`src/rtl/fpg_pkg.sv`:
```
// Purpose: Constants and types for the flat panel geometry and attribute register bank
// Assumes: Indexed I/O access with index already decoded to 8 bits
// Notes:
// Contract
// - Row position is 10 bits: row offset low byte plus overflow bits 3:2.
// - Row position applies only while automatic centering is off.
// - Vertical size is low byte plus overflow bits 6:4; single scan: rows minus one.
// - Dual scan: vertical size means panel rows divided by two, minus one.
// - Overflow bit 1 is horizontal size bit 8; bit 0 is column offset bit 8.
// - Outside text-mode attribute emulation, auto gray mapping routes pixels through the gray palette, else bypasses it.
// - Text reverse video (bit 6) inverts panel video in text modes only.
// - Graphics reverse video (bit 5) inverts panel video in graphics modes only.
// - Extra line clock (bit 4) adds one line pulse on dual-scan lower half.
// - Attribute emulation (bit 3) picks contrast-optimized grays in text modes.
// - With emulation off, colors map freely through attribute palette and panel palette.
// - Bit 2 reports standby, read only; writes do not change it.
// - Compression bit 1 clear pans 640 of 720 pixels; 10 drops every ninth.
// - Compression 11 ORs ninth pixel into eighth pixel.
// - Horizontal size and column offset count four-pixel nibbles.
package fpg_pkg;
  localparam logic [7:0] ROW_OFS_IDX  = 8'hd2;
  localparam logic [7:0] VSIZE_IDX    = 8'hd3;
  localparam logic [7:0] OVF_IDX      = 8'hd4;
  localparam logic [7:0] ATTR_IDX     = 8'hd5;
  localparam logic [7:0] RESET_BYTE   = 8'h00;
  localparam logic [7:0] OVF_WR_MASK  = 8'h7f;
  localparam logic [7:0] ATTR_WR_MASK = 8'hfb;
  localparam int         STBY_BIT     = 2;
  localparam int         NIBBLE_SHIFT = 2;

  typedef struct packed {
    logic       auto_gray_mapping;
    logic       text_reverse;
    logic       gfx_reverse;
    logic       extra_line_clk;
    logic       attr_emulation;
    logic [1:0] compress_mode;
  } fpg_attr_t;

  typedef struct packed {
    logic [9:0]  row_pos;
    logic [10:0] vsize;
    logic [8:0]  hsize;
    logic [8:0]  col_ofs;
  } fpg_geom_t;
endpackage

```
`src/rtl/fpg_byte_reg.sv`:
```
// Purpose: One masked write register byte
// Assumes: Write strobe synchronous to sys_clk
// Notes: Bits outside the mask hold reset value
`timescale 1ns/1ps
module fpg_byte_reg (
  input  wire logic       sys_clk,
  input  wire logic       rst_n,
  input  wire logic       ce,
  input  wire logic       wr_en,
  input  wire logic [7:0] wr_mask,
  input  wire logic [7:0] wr_data,
  output logic      [7:0] q
);
  logic [7:0] q_nxt;
  assign q_nxt = (wr_data & wr_mask) | (q & ~wr_mask);
  always_ff @(posedge sys_clk or negedge rst_n) begin
    if (!rst_n) begin
      q <= fpg_pkg::RESET_BYTE;
    end else if (ce && wr_en) begin
      q <= q_nxt;
    end
  end
endmodule

```
`src/rtl/fpg_pixel_ctl.sv`:
```
// Purpose: Per-pixel panel attribute path
// Assumes: One pixel per enabled cycle
// Notes: Output registered
`timescale 1ns/1ps
module fpg_pixel_ctl (
  input  wire logic              sys_clk,
  input  wire logic              rst_n,
  input  wire logic              ce,
  input  wire fpg_pkg::fpg_attr_t attr,
  input  wire logic              text_mode,
  input  wire logic [5:0]        raw_gray,
  input  wire logic [5:0]        map_gray,
  input  wire logic [5:0]        emu_gray,
  output logic      [5:0]        gray_out
);
  logic [5:0] sel_gray;
  logic       invert;
  assign sel_gray = (text_mode && attr.attr_emulation) ? emu_gray :
                    (attr.auto_gray_mapping ? map_gray : raw_gray);
  assign invert   = text_mode ? attr.text_reverse : attr.gfx_reverse;
  always_ff @(posedge sys_clk or negedge rst_n) begin
    if (!rst_n) begin
      gray_out <= 6'h00;
    end else if (ce) begin
      gray_out <= invert ? ~sel_gray : sel_gray;
    end
  end
endmodule

```
`src/rtl/fpg_regs.sv`:
```
// Purpose: Flat panel geometry and attribute register bank on the indexed I/O port
// Assumes: Index and write data synchronous to sys_clk; reads return a registered byte
// Notes: Dual-scan lower half extra line pulse follows the lower-half start strobe
`timescale 1ns/1ps
module fpg_regs (
  input  wire logic               sys_clk,
  input  wire logic               rst_n,
  input  wire logic               ce,
  input  wire logic [7:0]         idx,
  input  wire logic               wr_stb,
  input  wire logic               rd_stb,
  input  wire logic [7:0]         wr_data,
  input  wire logic               standby,
  input  wire logic               auto_center,
  input  wire logic               dual_scan,
  input  wire logic               lower_half_start,
  input  wire logic               text_mode,
  input  wire logic [5:0]         raw_gray,
  input  wire logic [5:0]         map_gray,
  input  wire logic [5:0]         emu_gray,
  input  wire logic               pix_ninth,
  input  wire logic               pix_eighth_on,
  input  wire logic               pix_ninth_on,
  output logic      [7:0]         rd_data,
  output fpg_pkg::fpg_geom_t      geom,
  output logic      [9:0]         row_pos_eff,
  output logic      [10:0]        panel_rows,
  output logic      [10:0]        hsize_pixels,
  output logic      [10:0]        col_ofs_pixels,
  output fpg_pkg::fpg_attr_t      attr,
  output logic                    extra_line_pulse,
  output logic                    pix_drop,
  output logic                    pix_eighth_out,
  output logic      [5:0]         gray_out
);
  logic [7:0] row_ofs_q;
  logic [7:0] vsize_q;
  logic [7:0] ovf_q;
  logic [7:0] attr_q;
  logic       standby_r;
  logic [7:0] rd_nxt;
  fpg_pkg::fpg_geom_t geom_nxt;
  fpg_pkg::fpg_attr_t attr_nxt;

  fpg_byte_reg u_row (.sys_clk(sys_clk), .rst_n(rst_n), .ce(ce),
    .wr_en(wr_stb && idx == fpg_pkg::ROW_OFS_IDX), .wr_mask(8'hff), .wr_data(wr_data), .q(row_ofs_q));
  fpg_byte_reg u_vsz (.sys_clk(sys_clk), .rst_n(rst_n), .ce(ce),
    .wr_en(wr_stb && idx == fpg_pkg::VSIZE_IDX), .wr_mask(8'hff), .wr_data(wr_data), .q(vsize_q));
  // Reserved bit 7 never stored
  fpg_byte_reg u_ovf (.sys_clk(sys_clk), .rst_n(rst_n), .ce(ce),
    .wr_en(wr_stb && idx == fpg_pkg::OVF_IDX), .wr_mask(fpg_pkg::OVF_WR_MASK), .wr_data(wr_data),
    .q(ovf_q));
  // Standby bit not writable
  fpg_byte_reg u_att (.sys_clk(sys_clk), .rst_n(rst_n), .ce(ce),
    .wr_en(wr_stb && idx == fpg_pkg::ATTR_IDX), .wr_mask(fpg_pkg::ATTR_WR_MASK), .wr_data(wr_data),
    .q(attr_q));

  assign geom_nxt.row_pos = {ovf_q[3:2], row_ofs_q};
  assign geom_nxt.vsize   = {ovf_q[6:4], vsize_q};
  assign geom_nxt.hsize   = {ovf_q[1], 8'h00};
  assign geom_nxt.col_ofs = {ovf_q[0], 8'h00};
  assign attr_nxt = '{auto_gray_mapping: attr_q[7], text_reverse: attr_q[6], gfx_reverse: attr_q[5],
                      extra_line_clk: attr_q[4], attr_emulation: attr_q[3], compress_mode: attr_q[1:0]};

  assign rd_nxt = (idx == fpg_pkg::ROW_OFS_IDX) ? row_ofs_q :
                  (idx == fpg_pkg::VSIZE_IDX)   ? vsize_q :
                  (idx == fpg_pkg::OVF_IDX)     ? (ovf_q & fpg_pkg::OVF_WR_MASK) :
                  (idx == fpg_pkg::ATTR_IDX)    ? {attr_q[7:3], standby_r, attr_q[1:0]} :
                  8'h00;

  function automatic logic [10:0] nib_to_pix(input logic [8:0] n);
    nib_to_pix = {n, 2'b00};
  endfunction

  always_ff @(posedge sys_clk or negedge rst_n) begin
    if (!rst_n) begin
      standby_r <= 1'b0;
    end else if (ce) begin
      standby_r <= standby;
    end
  end

  always_ff @(posedge sys_clk or negedge rst_n) begin
    if (!rst_n) begin
      rd_data <= fpg_pkg::RESET_BYTE;
    end else if (ce && rd_stb) begin
      rd_data <= rd_nxt;
    end
  end

  always_ff @(posedge sys_clk or negedge rst_n) begin
    if (!rst_n) begin
      geom           <= '0;
      row_pos_eff    <= 10'h000;
      panel_rows     <= 11'h000;
      hsize_pixels   <= 11'h000;
      col_ofs_pixels <= 11'h000;
      attr           <= '0;
    end else if (ce) begin
      geom           <= geom_nxt;
      row_pos_eff    <= auto_center ? 10'h000 : geom_nxt.row_pos;
      panel_rows     <= dual_scan ? 11'((geom_nxt.vsize + 11'h001) << 1)
                                  : 11'(geom_nxt.vsize + 11'h001);
      hsize_pixels   <= nib_to_pix(geom_nxt.hsize);
      col_ofs_pixels <= nib_to_pix(geom_nxt.col_ofs);
      attr           <= attr_nxt;
    end
  end

  always_ff @(posedge sys_clk or negedge rst_n) begin
    if (!rst_n) begin
      extra_line_pulse <= 1'b0;
      pix_drop         <= 1'b0;
      pix_eighth_out   <= 1'b0;
    end else if (ce) begin
      extra_line_pulse <= attr_q[4] && dual_scan && lower_half_start;
      pix_drop         <= pix_ninth && attr_q[1];
      pix_eighth_out   <= (attr_q[1:0] == 2'b11) ? (pix_eighth_on | pix_ninth_on) : pix_eighth_on;
    end
  end

  fpg_pixel_ctl u_pix (.sys_clk(sys_clk), .rst_n(rst_n), .ce(ce), .attr(attr_nxt), .text_mode(text_mode),
    .raw_gray(raw_gray), .map_gray(map_gray), .emu_gray(emu_gray), .gray_out(gray_out));

  localparam int STBY_BIT_L = fpg_pkg::STBY_BIT;
endmodule

```
`config.mk`:
```
export PLATFORM = sky130hd
export DESIGN_NAME = fpg_regs
export DESIGN_NICKNAME = d
export VERILOG_FILES = /design/src/rtl/fpg_pkg.sv /design/src/rtl/fpg_byte_reg.sv /design/src/rtl/fpg_pixel_ctl.sv /design/src/rtl/fpg_regs.sv
export SDC_FILE = /design/constraint.sdc
export NUM_CORES = 1
export LEC_CHECK = 0
export BUFFER_PORTS_ARGS = -buffer_cell sky130_fd_sc_hd__buf_2
export CAP_MARGIN = 5
export CORE_ASPECT_RATIO = 1.75
export CORE_MARGIN = 5
export CORE_UTILIZATION = 52
export CTS_CLUSTER_SIZE = 12
export DETAILED_ROUTE_END_ITERATION = 7
export GPL_TIMING_DRIVEN = 0
export PLACE_DENSITY_LB_ADDON = 0.25
export SYNTH_ARGS = -nofsm -noshare
export SYNTH_HDL_FRONTEND = slang
export SYNTH_SLANG_ARGS = --single-unit
```
`constraint.sdc`:
```
create_clock -name sys_clk -period 2.05 [get_ports sys_clk]
set_clock_uncertainty 0.05 [all_clocks]
set_input_delay 0.1025 -clock sys_clk [delete_from_list [all_inputs] [get_ports sys_clk]]
set_output_delay 0.1025 -clock sys_clk [all_outputs]
set_load 0.01 [all_outputs]
```
Yosys cells after proc, flatten, opt, wreduce, memory -nomap -nowiden

Cells that the tools add are included.

Register bits after elaboration: 101
Input port bits: 47

Add/subtract/negate cells: 1
Equal/unequal tests: 5
Mux-type cells: 11
Bitwise operators: 4
Reduce and logical (&&, ||, !) cells: 13

Operators with widths:

| kind                  | number |
|---|---|
| $eq 8x8->1 const B    | 4 |
| $mux 8                | 4 |
| $mux 6                | 3 |
| $logic_and 1x1->1     | 13 |
| $add 11x1->11 const B | 1 |
| $mux 11               | 1 |
| $mux 10               | 1 |
| $or 7x8->8            | 1 |
| $or 8x3->8            | 1 |
| $not 6->6             | 1 |
| $eq 2x2->1 const B    | 1 |
| $mux 1                | 2 |
| $or 1x1->1            | 1 |

Logic depth before layout (Yosys ltp)

Gate-level depths: netlist of the first run.

Word-level depth: 5
Depth in mapped cells: 6

Modules after synthesis

From an unflattened synthesis of the first run, not the netlist that was laid out.

Cells, all modules: 446
Area, all modules: 5136.2 µm²

By module, submodules not included:

| module        | instances | cells each | area an instance (µm²) | sequential area each (µm²) |
|---|---|---|---|---|
| fpg_regs      | 1         | 299        | 3234.4                 | 1576.5 |
| fpg_byte_reg  | 4         | 26         | 345.3                  | 200.2 |
| fpg_pixel_ctl | 1         | 43         | 520.5                  | 150.1 |

Worst setup path before layout of the first run

No wires, ideal clock.

Kind: register to register
From: register u_vsz.q[0]
To: register panel_rows[4]
Arrival: 1.340 ns
Data required time: 1.875 ns
Setup slack: 0.536 ns
Stages on the path, launching flop included: 6
Clock period less this slack: 1.514 ns
Cell sequence: dfrtp_1 ha_1 nand3_1 xor2_1 mux2i_1 mux2_2

Cells in the longest elaborated chain, start to end: 2

Ends and longest elaborated chain:

| element                  | RTL line           | text |
|---|---|---|
| start: declaration       | fpg_byte_reg.sv:12 | `output logic [7:0] q` |
| start signal: assignment | fpg_byte_reg.sv:18 | `q <= fpg_pkg::RESET_BYTE;` |
| start signal: assignment | fpg_byte_reg.sv:20 | `q <= q_nxt;` |
| $add 11x1->11            | fpg_regs.sv:103    | `: 11'(geom_nxt.vsize + 11'h001);` |
| $mux 11                  | fpg_regs.sv:102    | `panel_rows <= dual_scan ? 11'((geom_nxt.vsize + 11'h001) << 1)` |
| end signal: assignment   | fpg_regs.sv:102    |  |
| end: declaration         | fpg_regs.sv:27     | `output logic [10:0] panel_rows,` |

Every way passes these cells.
A chain may end at the register's enable or synchronous reset.

Worst setup path after layout of the first run

Ends and elaborated chain as after synthesis.

==> flow_summary.json, run 1 <==
{
  "cp_data_required_time_ns": 2.23,
  "fin_nets": 639,
  "layout_commonest_cell": "buf_2",
  "num_rows": 47,
  "die_area_um2": 11700,
  "hold_viol": 0,
  "synthFlopType": "dfrtp_1",
  "layout_setup_ws_ns": 0.263,
  "post-dp-hpwl_um": 9510,
  "detail-route-antenna-nets": 0,
  "cp_max_fo": 9,
  "synth_edf_count": 0,
  "power.share.clock": 0.395,
  "antenna_found_initial": 0,
  "fp.dieH_um": 139,
  "core_area_um2": 9410,
  "switching_share": 0.241,
  "p_leak_nw": 3.29,
  "area_growth_pct": 26.1,
  "drt-initial-drc-count": 219,
  "num_vias": 3718,
  "fin_crit_ns": 1.79,
  "place.gp.congestion": 0.842,
  "grt_use_total": 0.221,
  "dp_worst_setup_slack_ns": 0.287,
  "wl_met1_um": 4570,
  "avgSynthCellArea_um2": 11.9,
  "max-cap-violations": 0,
  "grt_start_max_net_pins": 53,
  "cts_resized": 0,
  "dpl.cell_count": 689,
  "grt_first_pass_wirelength_um": 20500,
  "cpMaxStageDelayCell": "dfrtp_1",
  "hp-class": "primary input to register",
  "cp_cell_sequence": "ha_1 -> nand3_1 -> xor2_1 -> mux2i_1 -> mux2_2",
  "cts_max_level": 3,
  "wire_per_inst_um": 17.4,
  "hold_ws_ns": 0.0221,
  "cp.arrival_ns": 1.97,
  "clk_path_buf_depth": 2,
  "final_layout_size_suffix_gt1_frac": 0.413,
  "slew-limit-headroom": 0.544,
  "cts-root-buf": "clkbuf_16",
  "power.switching_w": 0.00103,
  "top_layer": "met4",
  "crit_path_start_kind": "register",
  "overflow": 0,
  "clkTransAtPathRegs_ns": 0.06,
  "nFillCells": 774,
  "p_comb_frac": 0.120,
  "tightest_slew_ns": 0.684,
  "port-buffer-count": 112,
  "dr_wl_met3_um": 915,
  "firstDrtPassIters": 4,
  "via_per_inst": 5.19,
  "synth_cell_type_count": 48,
  "critPathKind": "register to register",
  "fmax_mhz": 560,
  "met2WireLength_um": 6590,
  "setup_viol": 0,
  "outcome": "finished clean",
  "ys_seq_area_frac": 0.498,
  "yosysWarnings": 0,
  "ys_ff_latch": 99,
  "power_w": 0.00426,
  "initial_core_util": 0.528,
  "die_x_um": 83.9,
  "power_frac_seq": 0.486,
  "diodes": 0,
  "first_global_vias": 3996,
  "power_density_nw_per_um2": 679,
  "min_period_over_period": 0.872,
  "wl_um": 12500,
  "cpPeakStageDelay_ns": 0.54,
  "numCtsBuffers": 9,
  "cts_tree": "yes",
  "p_int_w": 0.00323,
  "drc_errors": 0,
  "maxSlewViolCount": 0,
  "cts.sinks": 99,
  "final_cell_mix": "buf_2 (121), dfrtp_1 (99), buf_4 (46), mux2_2 (38), conb_1 (36)",
  "fin_cells": 717,
  "synth_cells": 419,
  "fin_util": 0.666,
  "cts_setup_buffers": 0,
  "syn_area_um2": 4970,
  "async_flop_share": 1.00,
  "clk_latency_ns": 0.34,
  "cts_hold_buf": 13,
  "max-vdd-ir-drop_mv": 0.563,
  "ios": 153,
  "worst_setup_path_end_kind": "register",
  "rsz0062_at_grt": "no"
}
## critical path: cells and delay by family, from the launching register on
family / cells / cell delay (ns)
DFF: 1 / 0.54
and+or+nand+nor: 1 / 0.13
adders and majority gates: 1 / 0.40
muxes: 2 / 0.36
xor gates and xnor gates: 1 / 0.19
## per-layer routing
metal,track usage,up-vias
li1,-,1746
met1,0.244,1783
met2,0.392,162
met3,0.0532,27
met4,0.107,0
met5,0,-
## logic make-up (layout without fill, tap and decap cells)
kind of cell,count (synthesis),count (layout),synth area share
flip-flops,99,99,0.498
multiplexers,85,85,0.202
AND/OR/NAND/NOR,79,79,0.0904
buffers and inverters,79,220,0.104
AO/OA/AOI/OAI,62,62,0.0793
XOR/XNOR,13,13,0.0229
adder cells (fa/ha/maj),1,1,0.00252
other,1,36,0.000754
## worst paths after layout
path,startpoint,end,slack (ns),cells past startpoint
min in group asynchronous,rst_n,col_ofs_pixels[10],0.29,2
hold reg to reg,panel_rows[3],panel_rows[3],0.43,1
hold / removal,wr_data[4],u_row.q[4],0.02,2
setup / recovery,u_vsz.q[0],panel_rows[4],0.26,5
max in group asynchronous,rst_n,row_pos_eff[1],0.98,3
setup reg to reg,u_vsz.q[0],panel_rows[4],0.26,5
## cell usage after synthesis (7+ instances only)
master,number,area (um^2)
o21ai_0,25,125
nand3b_1,10,75.1
nor2_1,7,26.3
xor2_1,7,61.3
mux2_4,15,225
buf_2,10,50.1
mux2_2,38,428
inv_1,13,48.8
mux2i_1,16,160
o22ai_1,8,50.1
o311ai_0,7,61.3
buf_4,45,338
nand2_1,23,86.3
mux2_1,15,169
nand3_1,13,65.1
dfrtp_1,99,2480
## flip-flops by register name, summed over array words and instances, names as in the netlist
register          cells
attr                  7
col_ofs_pixels        1
extra_line_pulse      1
geom                 21
hsize_pixels          1
panel_rows           11
pix_drop              1
pix_eighth_out        1
rd_data               8
row_pos_eff          10
standby_r             1
u_att.q               7
u_ovf.q               7
u_pix.gray_out        6
u_row.q               8
u_vsz.q               8
## power by group through the flow
stage	clock (W)	combinational, W	sequential, W
after detailed placement	0	0.000490	0.00210
after global placement	0	0.000471	0.00210
final	0.00168	0.000510	0.00207
after CTS	0.00171	0.000512	0.00207
after global routing	0.00179	0.000562	0.00208
after floorplan	0	0.000270	0.00212
## through the flow
| step | instance area (um^2) | TNS (ns) |
|---|---|---|
| floorplan | 5100 | 0 |
| global placement | 5820 | -11.48 |
| detailed placement | 5850 | 0 |
| CTS | 6270 | 0 |
| global route | 6270 | 0 |
| finish | 6270 | 0 |
## layout make-up
type	count	area (um^2)	area share
inverters	14	52.6	0.00838
repair buffers	126	721	0.115
clock inverters	4	51.3	0.00818
multi-input cells	276	2110	0.336
flip-flops and latches	99	2480	0.395
plain buffers	65	463	0.0738
well taps	122	153	0.0243
clock buffers	11	243	0.0387
No activity file was read; power rests on OpenSTA's default activity.
==> run 2: changes to the inputs <==
CELL_PAD_IN_SITES_DETAIL_PLACEMENT = 0   (was unset)
CELL_PAD_IN_SITES_GLOBAL_PLACEMENT = 2   (was unset)
CORE_UTILIZATION = 33   (was 52)
==> run 2 against run 1 <==
Maximum frequency fell by 5.8%. Power fell by 1.7%. Final cell count rose by 8.4%. Non-clock buffer count fell by 2. First-iteration DRC count fell by 37%.
==> flow_summary.json, run 2 (same netlist as run 1, synthesis figures left out) <==
{
  "firstDrtPassIters": 4,
  "die_area_um2": 17700,
  "final_cell_mix": "buf_2 (121), dfrtp_1 (99), buf_4 (46), mux2_2 (38), conb_1 (36)",
  "cts_setup_buffers": 0,
  "overflow": 0,
  "largest_reg_flops": 21,
  "cts.sinks": 99,
  "max-vdd-ir-drop_mv": 0.414,
  "fp.dieH_um": 172,
  "maxSlewViolCount": 0,
  "core_area_um2": 14800,
  "num_vias": 3622,
  "area_growth_pct": 27.0,
  "setup_viol": 0,
  "min_period_over_period": 0.926,
  "hold_viol": 0,
  "cts_hold_buf": 11,
  "power_w": 0.00419,
  "clkTransAtPathRegs_ns": 0.07,
  "dp_worst_setup_slack_ns": 0.179,
  "cp.arrival_ns": 2.08,
  "numCtsBuffers": 9,
  "diodes": 0,
  "clk_latency_ns": 0.35,
  "critPathKind": "register to register",
  "worst_setup_path_end_kind": "register",
  "fmax_mhz": 527,
  "p_comb_frac": 0.122,
  "ios": 153,
  "cp_max_fo": 9,
  "cts_max_level": 3,
  "die_x_um": 103,
  "hp-class": "primary input to register",
  "cpPeakStageDelay_ns": 0.55,
  "power.share.clock": 0.385,
  "grt_use_total": 0.160,
  "crit_family": "flip-flops",
  "reg2reg_depth": 5,
  "power_density_nw_per_um2": 664,
  "antenna_found_initial": 0,
  "via_per_inst": 4.66,
  "final_layout_size_suffix_gt1_frac": 0.416,
  "min_path_cells": 2,
  "drt-initial-drc-count": 139,
  "cts_resized": 0,
  "layout_setup_ws_ns": 0.152,
  "tightest_slew_ns": 0.658,
  "switching_share": 0.262,
  "outcome": "finished clean",
  "cp_data_required_time_ns": 2.23,
  "fin_cells": 777,
  "num_rows": 59,
  "power.switching_w": 0.00110,
  "place.gp.congestion": 0.830,
  "crit_path_start_kind": "register",
  "worst-path-stages": 5,
  "initial_core_util": 0.335,
  "grt_start_max_net_pins": 54,
  "first_global_vias": 3815,
  "cts-root-buf": "clkbuf_16",
  "wire_per_inst_um": 17.7,
  "grt_first_pass_wirelength_um": 21100,
  "slew-limit-headroom": 0.556,
  "p_leak_nw": 3.28,
  "wl_um": 13800,
  "regMostFlops": "geom",
  "layout_commonest_cell": "buf_2",
  "rsz0062_at_grt": "no",
  "reg.largest.list": "geom (21), panel_rows (11), row_pos_eff (10)",
  "detail-route-antenna-nets": 0,
  "power_frac_seq": 0.493,
  "fin_crit_ns": 1.90,
  "cpMaxStageDelayCell": "dfrtp_1",
  "post-dp-hpwl_um": 10600,
  "cts_tree": "yes",
  "clk_path_buf_depth": 2,
  "p_int_w": 0.00309,
  "fin_nets": 637,
  "cp_cell_sequence": "ha_1 -> nand3_1 -> xor2_1 -> mux2i_1 -> mux2_2",
  "port-buffer-count": 112,
  "drc_errors": 0,
  "dpl.cell_count": 750,
  "path_buf_inv": 0,
  "nFillCells": 1500,
  "max-cap-violations": 0
}
## run 2: changes by cell type in the layout (fill, tap and decap cells not counted)
cell           change
clkinv_4           +3
dlygate4sd3_1      -2
bufinv_16          -1
clkbuf_8           -1
clkinv_2           -1
inv_6              +1
## run 2: path summary, 6_finish.rpt
check                               from            end  slack (ns)
max reg2reg                   u_vsz.q[0]  panel_rows[4]        0.15
max in group asynchronous          rst_n     u_att.q[1]        0.97
max                           u_vsz.q[0]  panel_rows[4]        0.15
min in group asynchronous          rst_n       geom[18]        0.27
min                           wr_data[5]     u_row.q[5]       0.005
min reg2reg                panel_rows[0]  panel_rows[0]        0.43
## run 2: per-layer routing
layer / wire length [um] / global-route usage / part of all wire
met1: 5120 / 0.173 / 0.37
met2: 7640 / 0.299 / 0.56
met3: 684 / 0.0351 / 0.050
met4: 310 / 0.0541 / 0.023
met5: 0 / 0 / 0
## run 2: cell type report
class	instances	area, um^2	area share
Sequential cell	99	2480	0.392
Multi-Input combinational cell	276	2110	0.334
Timing Repair Buffer	124	701	0.111
Buffer	65	463	0.0733
Clock buffer	10	229	0.0363
Tap cell	183	229	0.0363
Inverter	14	52.6	0.00833
Clock inverter	6	51.3	0.00813
## run 2: power by group through the flow
| stage | registers [W] | clock network [W] | logic (W) |
|---|---|---|---|
| 5_1_grt | 0.00208 | 0.00175 | 0.000565 |
| 2_1_floorplan | 0.00212 | 0 | 0.000270 |
| 3_3_place_gp | 0.00210 | 0 | 0.000487 |
| 3_5_place_dp | 0.00211 | 0 | 0.000500 |
| 6_report | 0.00207 | 0.00161 | 0.000510 |
| 4_1_cts | 0.00207 | 0.00167 | 0.000518 |
## run 2: stage by stage
stage	hold slack [ns]	TNS [ns]	util	area [um^2]
global placement	0.298	-26.95	0.397	5890
floorplan	-0.243	0	-	5100
detailed placement	0.127	0	0.399	5920
global route	0.00451	0	0.425	6310
finish	0.00539	0	0.425	6310
CTS	0.000922	0	0.425	6310
## run 2: worst register-to-register path: stages, from the launching register on
cell     delay (ns)
dfrtp_1        0.55
ha_1           0.43
nand3_1        0.14
xor2_1         0.23
mux2i_1        0.12
mux2_2         0.27
==> run 3: changes to the inputs <==
ABC_AREA = 1   (was unset)
CORE_UTILIZATION = 29   (was 33)
==> run 3 against run 2 <==
Worst setup slack gained 0.14 ns. Synthesized cell count up 42%. Sequential power increased by 2%. Non-clock buffer count decreased by 2. Critical path depth is 1 higher. Maximum frequency up 7.8%. Combinational power up 12%. Die area grew 13%. Highest routed layer unchanged.
==> flow_summary.json, run 3 <==
{
  "fp.dieH_um": 183,
  "syn_area_um2": 4970,
  "synth_cell_type_count": 30,
  "hold_ws_ns": 0.0105,
  "min_period_over_period": 0.859,
  "postPlaceCellArea_um2": 5980,
  "cpPeakStageDelay_ns": 0.50,
  "firstDrtPassIters": 5,
  "reg2reg_from": "u_vsz.q[1]",
  "die_x_um": 109,
  "outcome": "finished clean",
  "worst_setup_path_end_kind": "register",
  "cp_cell_sequence": "ha_1 -> nand3_1 -> xnor2_1 -> or2_2 -> nand3_1 -> nand2_1",
  "design_area_um2": 6350,
  "tightest_slew_ns": 0.691,
  "numCtsBuffers": 9,
  "crit_top_cell": "nand3_1",
  "antenna_found_initial": 0,
  "max-vdd-ir-drop_mv": 0.383,
  "slew-limit-headroom": 0.536,
  "synthFlopType": "dfrtp_1",
  "reg2reg_to": "panel_rows[5]",
  "fmax_mhz": 568,
  "hp-class": "primary input to register",
  "setup_viol": 0,
  "detail-route-antenna-nets": 0,
  "fin_nets": 813,
  "layout_commonest_cell": "nand2_1",
  "diodes": 0,
  "clk_path_buf_depth": 2,
  "crit_path_start_kind": "register",
  "cts_resized": 0,
  "grt_first_pass_wirelength_um": 24400,
  "dp_worst_setup_slack_ns": 0.226,
  "area_growth_pct": 27.9,
  "overflow": 0,
  "synthTopCellsByArea": "dfrtp_1 (50%), nand2_1 (17%), buf_4 (5.7%), nand3_1 (5.1%), o21ai_0 (4.7%)",
  "rsz0062_at_grt": "no",
  "holdPathEnd": "u_att.q[7]",
  "hold_start": "wr_data[7]",
  "cts_max_level": 3,
  "crit_family": "simple AND/OR/NAND/NOR gates",
  "reg2reg_depth": 6,
  "reg.largest.list": "geom (21), panel_rows (11), row_pos_eff (10)",
  "min_path_cells": 3,
  "p_leak_nw": 3.49,
  "synth_top_area_frac": 0.499,
  "wl_um": 15900,
  "clkTransAtPathRegs_ns": 0.08,
  "die_area_um2": 19900,
  "cp_data_required_time_ns": 2.25,
  "power_density_nw_per_um2": 685,
  "path_buf_inv": 0,
  "via_per_inst": 4.38,
  "yosysWarnings": 0,
  "initial_core_util": 0.294,
  "yosys.area.top_type": "dfrtp_1",
  "async_flop_share": 1.00,
  "hold_viol": 0,
  "yosys-top-cells-count": "nand2_1 (226), dfrtp_1 (99), nand3_1 (51), o21ai_0 (47), buf_4 (38)",
  "ys_ff_latch": 99,
  "core_area_um2": 16900,
  "cp_max_fo": 6,
  "num_vias": 4366,
  "grt_use_total": 0.162,
  "post-synth-top-count-cell": "nand2_1",
  "max-cap-violations": 0,
  "drt-initial-drc-count": 250,
  "cts_tree": "yes",
  "critPathKind": "register to register",
  "cts_setup_buffers": 0,
  "cpMaxStageDelayCell": "dfrtp_1",
  "fin_crit_ns": 1.76,
  "largest_reg_flops": 21,
  "avgSynthCellArea_um2": 8.33,
  "clk_latency_ns": 0.35,
  "final_layout_size_suffix_gt1_frac": 0.261,
  "post-dp-hpwl_um": 12600,
  "num_rows": 63,
  "grt_start_max_net_pins": 59,
  "regMostFlops": "geom",
  "drc_errors": 0,
  "fin_tns_setup_ns": 0,
  "maxSlewViolCount": 0,
  "cts.sinks": 99,
  "wire_per_inst_um": 15.9,
  "cts-root-buf": "clkbuf_16",
  "place.gp.congestion": 0.867,
  "ys_seq_area_frac": 0.499,
  "first_global_vias": 4487,
  "ios": 153,
  "r2r_setup_slack_ns": 0.29,
  "layout_setup_ws_ns": 0.289,
  "cp.arrival_ns": 1.96,
  "final_cell_mix": "nand2_1 (226), buf_2 (116), dfrtp_1 (99), nand3_1 (51), o21ai_0 (47)",
  "power_w": 0.00435,
  "synth_cells": 596,
  "port-buffer-count": 113,
  "synth_edf_count": 0
}
run 3: cell count changes in the layout (fill, tap and decap cells not counted), sizes merged, moves of 8 or more:
cell / change
o22ai: -8
clkbuf: +10
mux2: -68
nand3: +40
inv: +20
mux2i: -17
nand2: +204
o21a: +8
o21ai: +34
buf: -11
run 3: report_power, final:
group | switching, W | internal, W | total, W
clock network | 0.000826 | 0.000847 | 0.00167
registers | 0.0000650 | 0.00204 | 0.00211
logic | 0.000349 | 0.000222 | 0.000571
run 3: cell type report:
class / instances / area (um^2)
well taps: 227 / 284
clock inverters: 7 / 60.1
plain buffers: 64 / 418
repair buffers: 123 / 686
fillers: 1853 / 10500
clock buffers: 9 / 225
flip-flops and latches: 99 / 2480
multi-input cells: 436 / 2080
inverters: 32 / 120
run 3: worst register-to-register path, stage by stage, from the launching register on:
cell and delay [ns]:
dfrtp_1 0.50, ha_1 0.36, nand3_1 0.15, xnor2_1 0.18
or2_2 0.28, nand3_1 0.08, nand2_1 0.06
run 3: repair_timing:
item                                   4_1_cts  5_1_grt
endpoints found under the hold margin       50        0
setup endpoints to repair                    0        0
hold buffers                                 9        0
run 3: how the worst max path moves through the flow:
stage | slack, ns | depth (start not counted) | startpoint | end
after floorplan | 0.58 | 6 | u_vsz.q[1] | panel_rows[5]
after global placement | -0.26 | 1 | rst_n | pix_drop
after detailed placement | 0.23 | 6 | ce | row_pos_eff[0]
after CTS | 0.28 | 6 | u_vsz.q[1] | panel_rows[5]
after global routing | 0.16 | 6 | u_vsz.q[1] | panel_rows[5]
final | 0.29 | 6 | u_vsz.q[1] | panel_rows[5]
run 3: through the flow:
| stage | util | instances |
|---|---|---|
| after floorplan | - | 631 |
| after global routing | 0.377 | 997 |
| after CTS | 0.377 | 997 |
| after global placement | 0.353 | 971 |
| after detailed placement | 0.354 | 972 |
| final | 0.377 | 997 |
run 3: metal layers:
metal / track usage / up-vias / wire length (um)
li1: - / 2166 / -
met1: 0.171 / 2074 / 5680
met2: 0.314 / 107 / 9190
met3: 0.0264 / 19 / 678
met4: 0.0576 / 0 / 324
met5: 0 / - / 0
run 3: cells by family after synthesis:
| group | share of synthesized area |
|---|---|
| and+or+nand+nor | 0.277 |
| DFF | 0.499 |
| buffers and inverters | 0.108 |
| AOI/OAI and AO/OA | 0.0947 |
| xor gates and xnor gates | 0.0176 |
| adders and majority gates | 0.00252 |
| other | 0.000755 |
